## src/rtl/ifgs_params.svh

```systemverilog
// timing constants and field values for the input fault gate sequencer
`ifndef IFGS_PARAMS_SVH
`define IFGS_PARAMS_SVH
`define IFGS_CLOCK_MHZ 200
`define IFGS_START_WAIT_MS 50
`define IFGS_BLANK_MS 50
`define IFGS_CYCLES_PER_MS (`IFGS_CLOCK_MHZ * 1000)
`define IFGS_START_CYCLES (`IFGS_START_WAIT_MS * `IFGS_CYCLES_PER_MS)
`define IFGS_BLANK_CYCLES (`IFGS_BLANK_MS * `IFGS_CYCLES_PER_MS)
`define IFGS_CNT_W 24
`define IFGS_CNT_ZERO 24'h00_0000
`define IFGS_CNT_ONE 24'h00_0001
`define IFGS_PIN_COUNT 4
`define IFGS_PIN_LOW 0
`define IFGS_PIN_HIGH 1
`define IFGS_PIN_BELOW 2
`define IFGS_PIN_SHUT 3
`define IFGS_SYNC_IDLE 1'h0
`define IFGS_DRIVE_OFF 1'h0
`define IFGS_FLAG_LOW 1'h0
`endif

```

## src/rtl/ifgs_pkg.sv

```systemverilog
// types for the input fault gate sequencer
package ifgs_pkg;
    typedef enum logic [2:0] {
        IFGS_LOCKOUT,
        IFGS_WAIT,
        IFGS_BLANK,
        IFGS_ON,
        IFGS_SHUTDOWN
    } ifgs_state_type;
endpackage : ifgs_pkg

```

## src/rtl/ifgs_sequencer.sv

```systemverilog
// top of the input fault gate sequencer
`include "ifgs_params.svh"
module ifgs_sequencer
    import ifgs_pkg::*;
#(
    parameter int START_CYCLES = `IFGS_START_CYCLES,
    parameter int BLANK_CYCLES = `IFGS_BLANK_CYCLES
) (
    // clock and reset
    input wire logic clock,
    input wire logic rst,
    // comparator and control pins
    input wire logic lowInputLockout,
    input wire logic highInputLockout,
    input wire logic inputBelowGround,
    input wire logic shutdownReq,
    // gate drives
    output logic nfetGateDrive,
    output logic chargePumpEnable,
    output logic pfetGateDrive,
    // open-drain fault flag, oe high while driving low
    output logic faultFlagOut,
    output logic faultFlagOe,
    // state view
    output logic inOnState,
    output logic inShutdown
);

    // raw and synchronised pin levels, one bit per pin
    wire logic [`IFGS_PIN_COUNT-1:0] pinRaw;
    logic [`IFGS_PIN_COUNT-1:0] pinSync;
    // sequencer state and the shared wait and blanking counter
    ifgs_state_type state_q;
    ifgs_state_type state_d;
    logic [`IFGS_CNT_W-1:0] count_q;
    logic [`IFGS_CNT_W-1:0] count_d;
    // registered drive levels and their next values
    logic nGate_q;
    logic nGate_d;
    logic pGate_q;
    logic pGate_d;
    logic flagLow_q;
    logic flagLow_d;
    // registered state view and its next values
    logic onState_q;
    logic onState_d;
    logic shut_q;
    logic shut_d;

    // n-gate and charge pump run from the start of blanking onwards
    function automatic logic gateOn(input ifgs_state_type s);
        gateOn = (s == IFGS_BLANK) || (s == IFGS_ON);
    endfunction : gateOn

    // only the on state pulls the flag pin low
    function automatic logic isOn(input ifgs_state_type s);
        isOn = (s == IFGS_ON);
    endfunction : isOn

    // shutdown disables every drive and ignores faults
    function automatic logic isShut(input ifgs_state_type s);
        isShut = (s == IFGS_SHUTDOWN);
    endfunction : isShut

    // gather the pins by field position before the synchroniser
    assign pinRaw[`IFGS_PIN_LOW] = lowInputLockout;
    assign pinRaw[`IFGS_PIN_HIGH] = highInputLockout;
    assign pinRaw[`IFGS_PIN_BELOW] = inputBelowGround;
    assign pinRaw[`IFGS_PIN_SHUT] = shutdownReq;

    // pins are asynchronous, so two flops come before any decode
    ifgs_sync #(
        .WIDTH(`IFGS_PIN_COUNT)
    ) u_sync (
        .clock(clock),
        .rst(rst),
        .asyncIn(pinRaw),
        .syncOut(pinSync)
    );

    // decoded input conditions
    wire logic lowSeen = pinSync[`IFGS_PIN_LOW];
    wire logic highSeen = pinSync[`IFGS_PIN_HIGH];
    wire logic belowGnd = pinSync[`IFGS_PIN_BELOW];
    wire logic shutSeen = pinSync[`IFGS_PIN_SHUT]; // low normally
    wire logic faultSeen = lowSeen | highSeen;

    // counter end points; a span of n cycles ends at a count of n-1
    wire logic [`IFGS_CNT_W-1:0] startLast =
        `IFGS_CNT_W'(START_CYCLES - 1);
    wire logic [`IFGS_CNT_W-1:0] blankLast =
        `IFGS_CNT_W'(BLANK_CYCLES - 1);
    wire logic startDone = (count_q == startLast);
    wire logic blankDone = (count_q == blankLast);
    wire logic [`IFGS_CNT_W-1:0] countInc = count_q + `IFGS_CNT_ONE;

    // next state and counter; the counter restarts on every state move
    always_comb begin
        state_d = state_q;
        count_d = `IFGS_CNT_ZERO;
        unique case (state_q)
            IFGS_LOCKOUT: begin
                // leave as soon as both comparators read in range
                if (!faultSeen) begin
                    state_d = IFGS_WAIT;
                end
            end
            IFGS_WAIT: begin
                if (startDone) begin
                    state_d = IFGS_BLANK;
                end else begin
                    count_d = countInc;
                end
            end
            IFGS_BLANK: begin
                if (blankDone) begin
                    state_d = IFGS_ON;
                end else begin
                    count_d = countInc;
                end
            end
            IFGS_ON: begin
                state_d = IFGS_ON;
            end
            IFGS_SHUTDOWN: begin
                // back through lockout, so the full turn-on runs again
                if (!shutSeen) begin
                    state_d = IFGS_LOCKOUT;
                end
            end
        endcase
        // shutdown first, then faults; both clear the counter
        if (shutSeen) begin
            state_d = IFGS_SHUTDOWN;
            count_d = `IFGS_CNT_ZERO;
        end else if (faultSeen && !isShut(state_q)) begin
            state_d = IFGS_LOCKOUT;
            count_d = `IFGS_CNT_ZERO;
        end
    end

    // drive levels follow the next state, so a fault cuts the n-gate, pump and flag pull-down at once
    assign nGate_d = gateOn(state_d);
    assign pGate_d = !belowGnd && !isShut(state_d);
    assign flagLow_d = isOn(state_d);
    assign onState_d = isOn(state_d);
    assign shut_d = isShut(state_d);

    // state register
    always_ff @(posedge clock) begin
        if (rst) begin
            state_q <= IFGS_LOCKOUT;
        end else begin
            state_q <= state_d;
        end
    end

    // wait and blanking counter
    always_ff @(posedge clock) begin
        if (rst) begin
            count_q <= `IFGS_CNT_ZERO;
        end else begin
            count_q <= count_d;
        end
    end

    // n-gate and charge pump level, off through reset
    always_ff @(posedge clock) begin
        if (rst) begin
            nGate_q <= `IFGS_DRIVE_OFF;
        end else begin
            nGate_q <= nGate_d;
        end
    end

    // p-gate level, off through reset
    always_ff @(posedge clock) begin
        if (rst) begin
            pGate_q <= `IFGS_DRIVE_OFF;
        end else begin
            pGate_q <= pGate_d;
        end
    end

    // flag pull-down, released through reset so the flag reads asserted
    always_ff @(posedge clock) begin
        if (rst) begin
            flagLow_q <= `IFGS_DRIVE_OFF;
        end else begin
            flagLow_q <= flagLow_d;
        end
    end

    // state view for the host
    always_ff @(posedge clock) begin
        if (rst) begin
            onState_q <= `IFGS_DRIVE_OFF;
            shut_q <= `IFGS_DRIVE_OFF;
        end else begin
            onState_q <= onState_d;
            shut_q <= shut_d;
        end
    end

    // pin outputs; a released flag pin is pulled high on the host side
    assign nfetGateDrive = nGate_q;
    assign chargePumpEnable = nGate_q;
    assign pfetGateDrive = pGate_q;
    assign faultFlagOut = `IFGS_FLAG_LOW; // open drain only sinks
    assign faultFlagOe = flagLow_q;
    assign inOnState = onState_q;
    assign inShutdown = shut_q;
endmodule : ifgs_sequencer

```

## src/rtl/ifgs_sync.sv

```systemverilog
// two flop synchroniser bank for the pin inputs
`include "ifgs_params.svh"
module ifgs_sync #(
    parameter int WIDTH = 4
) (
    // clock and reset
    input wire logic clock,
    input wire logic rst,
    // async in, synced out
    input wire logic [WIDTH-1:0] asyncIn,
    output logic [WIDTH-1:0] syncOut
);
    logic [WIDTH-1:0] stage1_q;
    logic [WIDTH-1:0] stage2_q;

    // two stages per bit, first stage read only by the second
    genvar i;
    generate
        for (i = 0; i < WIDTH; i++) begin : g_bit
            always_ff @(posedge clock) begin
                if (rst) begin
                    stage1_q[i] <= `IFGS_SYNC_IDLE;
                    stage2_q[i] <= `IFGS_SYNC_IDLE;
                end else begin
                    stage1_q[i] <= asyncIn[i];
                    stage2_q[i] <= stage1_q[i];
                end
            end
        end
    endgenerate

    assign syncOut = stage2_q;
endmodule : ifgs_sync

```

## config.mk

```make
export PLATFORM = sky130hd
export DESIGN_NAME = ifgs_sequencer
export DESIGN_NICKNAME = d
export VERILOG_FILES = /design/src/rtl/ifgs_pkg.sv /design/src/rtl/ifgs_sequencer.sv /design/src/rtl/ifgs_sync.sv
export VERILOG_INCLUDE_DIRS = /design/src /design/src/rtl
export SDC_FILE = /design/constraint.sdc
export NUM_CORES = 1
export LEC_CHECK = 0
export BUFFER_PORTS_ARGS = -buffer_cell sky130_fd_sc_hd__buf_2
export CAP_MARGIN = 20
export CELL_PAD_IN_SITES_DETAIL_PLACEMENT = 0
export CELL_PAD_IN_SITES_GLOBAL_PLACEMENT = 1
export CORE_ASPECT_RATIO = 1.2
export CORE_MARGIN = 8
export CORE_UTILIZATION = 45
export DETAILED_ROUTE_END_ITERATION = 12
export HOLD_SLACK_MARGIN = 0.06
export PLACE_DENSITY = 0.88
export SYNTH_ARGS = -nofsm -noshare
export SYNTH_HDL_FRONTEND = slang
export SYNTH_SLANG_ARGS = --single-unit
export TNS_END_PERCENT = 100
```

## constraint.sdc

```tcl
create_clock -name clock -period 2 [get_ports clock]
set_input_delay 0.1 -clock clock [delete_from_list [all_inputs] [get_ports clock]]
set_output_delay 0.1 -clock clock [all_outputs]
set_load 0.02 [all_outputs]
```

==> impl_metrics.tcl <==
set metrics [dict create \
    final_core_util_pct 52.1 \
    drt_iter0_markers 67 \
    hold_viol_final 0 \
    hp-start "rst" \
    layout_setup_ws_ns 0.224 \
    worstPathRequired_ns 2.24 \
    vias_per_cell 5.60 \
    yosys-top-cells-area "dfxtp_1, xor2_1, nand4_1" \
    htree_levels 2 \
    drtAntennaViolNets 0 \
    synth_area_sq_um 1680 \
    row_count 24 \
    cts_max_path_buffers 2 \
    syn_inst 183 \
    grtUsageTotal_pct 12.2 \
    insertion_delay_ns 0.30 \
    final_cell_mix "dfxtp_1, nor2_1" \
    drv_slew 0 \
    p_seq_share_pct 57.7 \
    rsz0062_at_grt "no" \
    grt_util_met2_pct 22.3 \
    place_ws_ns 0.168 \
    ir_worst_vdd_mv 0.513 \
    slowest_stage "or4_1" \
    die_x_um 71.7 \
    crit_family "simple AND/OR/NAND/NOR gates" \
    reg2reg_from "count_q[0]" \
    whs_path_depth 2 \
    clk_pin_slew_worst_paths_ns 0.08 \
    n_antenna_cell 0 \
    dp_hpwl_um 2450 \
    final_common_cell "dfxtp_1" \
    routed_wl_um 3360 \
    outcome "finished, final reports clean" \
    firstDrtPassIters 4 \
    wl_per_cell_um 14.2 \
    cellPowerDensity_nw_per_um2 736 \
    core_sq_um 3600 \
    critPathLaunch "count_q[0]" \
    clock.fmax_mhz 563 \
    synth-adder-area-share_pct 0.746 \
    power.share.switching_pct 23.2 \
    drive_gt1_share_pct 18.7 \
    dieArea_sq_um 5940 \
    worstSetupPathType "reg -> reg" \
    rr_worst_depth 5 \
    start_util_pct 46.5 \
    grt_overflow 0 \
    gr-max-usage-layer "met2" \
    setup-violations-final 0 \
    drc_errors 0 \
    cts_tree "yes" \
    fp.dieH_um 82.9 \
    yosysWarnings 0 \
    start_kind "flop" \
    gp_congestion 0.770 \
    numCtsBuffers 5 \
    worst-path-buf-inv 0 \
    synth_cell_types 40 \
    worst_slew_pin_slew_ns 0.506 \
    postSynthAreaPerCell_sq_um 9.16 \
    arrival_ns 2.01 \
    endpoint_kind "flop" \
    synth-seq-area-share_pct 46.6 \
    grt_pass1_wl_um 5930 \
    synth_fp_nets 190 \
    area_delta_synth_final_pct 12.0 \
    yosys.area_share.simple_pct 31.6 \
    skew_ns 0.00935 \
    post_cts_buffers 0 \
    whs_ns 0.0944 \
    ctsRootBufferMaster "clkbuf_8" \
    synth_mux_area_share_pct 0 \
    grt_max_degree 24 \
    synth_top_area_share_pct 46.6 \
    setup-tns-final_ns 0 \
    fillers 348 \
    ios 13 \
    final_nets 204 \
    p_leak_nw 0.639 \
    numPortBuffers 11 \
    synth_top_family_by_area "simple AND/OR/NAND/NOR gates" \
    worst-path-stages 5 \
    vias 1327 \
    hp-class "in -> reg" \
    maxCapViolations 0 \
    slowest_delay_ns 0.54 \
    clkPwrFrac_pct 38.9 \
    grt_pass1_vias 1376 \
    p_sw_w 0.000321 \
    synth_xor_area_share_pct 6.79 \
    antenna_found_initial 0 \
    pwr-share-comb_pct 3.4 \
    post-synth-top-area-cell "dfxtp_1" \
    period_minus_slack_ns 1.78 \
    cp_max_fo 7 \
    period_share_pct 88.8 \
    synth_compound_area_share_pct 9.10 \
    maxSlewHeadroom_pct 65.8 \
    clock-sinks 39 \
    gr-usage-met3_pct 3.97 \
    p_int_w 0.00106 \
    grt_use_met1_pct 12.1 \
    synth-seq-cells 39 \
    crit_chain "ha_1 > and2_2 > nand2_1 > or4_1 > a21oi_1" \
]
per-layer routing:
layer | vias up | routed length (um) | share of wire [%]
met2 | 17 | 1770 | 53
met1 | 632 | 1440 | 43
met3 | 3 | 105 | 3.1
met4 | 0 | 41 | 1.2
met5 | - | 0 | 0
li1 | 675 | - | -
per-stage QoR:
step	total power [W]	instances	cell area, sq um
floorplan	0.000845	183	1680
global placement	0.000854	225	1740
detailed placement	0.000857	225	1740
CTS	0.00140	237	1880
global route	0.00144	237	1880
finish	0.00138	237	1880
state kept, by name, indices dropped and copies added, names as in the netlist:
| register | flops |
|---|---|
| pfetGateDrive | 1 |
| count_q | 24 |
| chargePumpEnable | 1 |
| state_q | 3 |
| u_sync.stage1_q | 4 |
| inOnState | 1 |
| u_sync.syncOut | 4 |
| inShutdown | 1 |
worst paths after layout:
check                                     end  slack [ns]
worst min register to register  pfetGateDrive        0.39
worst max-delay path              count_q[18]        0.22
worst min-delay path            pfetGateDrive        0.09
worst max register to register    count_q[18]        0.22
power by group through the flow:
stage / combinational [W] / sequential [W] / clock (W)
3_3_place_gp: 0.0000403 / 0.000814 / 0
3_5_place_dp: 0.0000419 / 0.000815 / 0
6_report: 0.0000475 / 0.000797 / 0.000537
5_1_grt: 0.0000528 / 0.000799 / 0.000590
4_1_cts: 0.0000478 / 0.000796 / 0.000555
2_1_floorplan: 0.0000291 / 0.000816 / 0
cells in the mapped netlist (all sizes together):
| cell | instances |
|---|---|
| clkbuf | 5 |
| dfxtp | 39 |
| or2 | 2 |
| conb | 1 |
| o21ai | 7 |
| nor4b | 1 |
| nand3 | 12 |
| xnor2 | 3 |
| inv | 4 |
| nand2 | 4 |
| nor4bb | 1 |
| and4bb | 1 |
| nor3 | 5 |
| buf | 7 |
| and3 | 6 |
| or3 | 8 |
| nand4 | 11 |
| nor2b | 11 |
| ha | 1 |
| nor2 | 13 |
| or4 | 6 |
| a31oi | 1 |
| a211oi | 1 |
| o22ai | 1 |
| and4 | 2 |
| and2 | 3 |
| a21oi | 12 |
| xor2 | 10 |
| o31ai | 4 |
| nor4 | 1 |
cell families after synthesis:
kind of cell               Yosys count
adders and majority gates            1
DFF                                 39
AOI/OAI and AO/OA                   26
buffers and inverters               16
xor gates and xnor gates            13
other                                1
and+or+nand+nor                     87
layout make-up:
cell class	count	area, sq um	area share (%)
multi-input combinational	128	815	43.4
sequential	39	781	41.6
timing repair buffer	19	125	6.66
clock buffer	5	68.8	3.66
tap	39	48.8	2.60
clock inverter	3	25.0	1.33
inverter	4	15.0	0.799
what timing repair did:
| action | in CTS | in global routing |
|---|---|---|
| hold buffers | 4 | 0 |
| hold endpoints to repair | 4 | 0 |
| gates resized for setup | 0 | 1 |
| setup endpoints to repair | 0 | 2 |
Power figures use the tool's default switching activity.
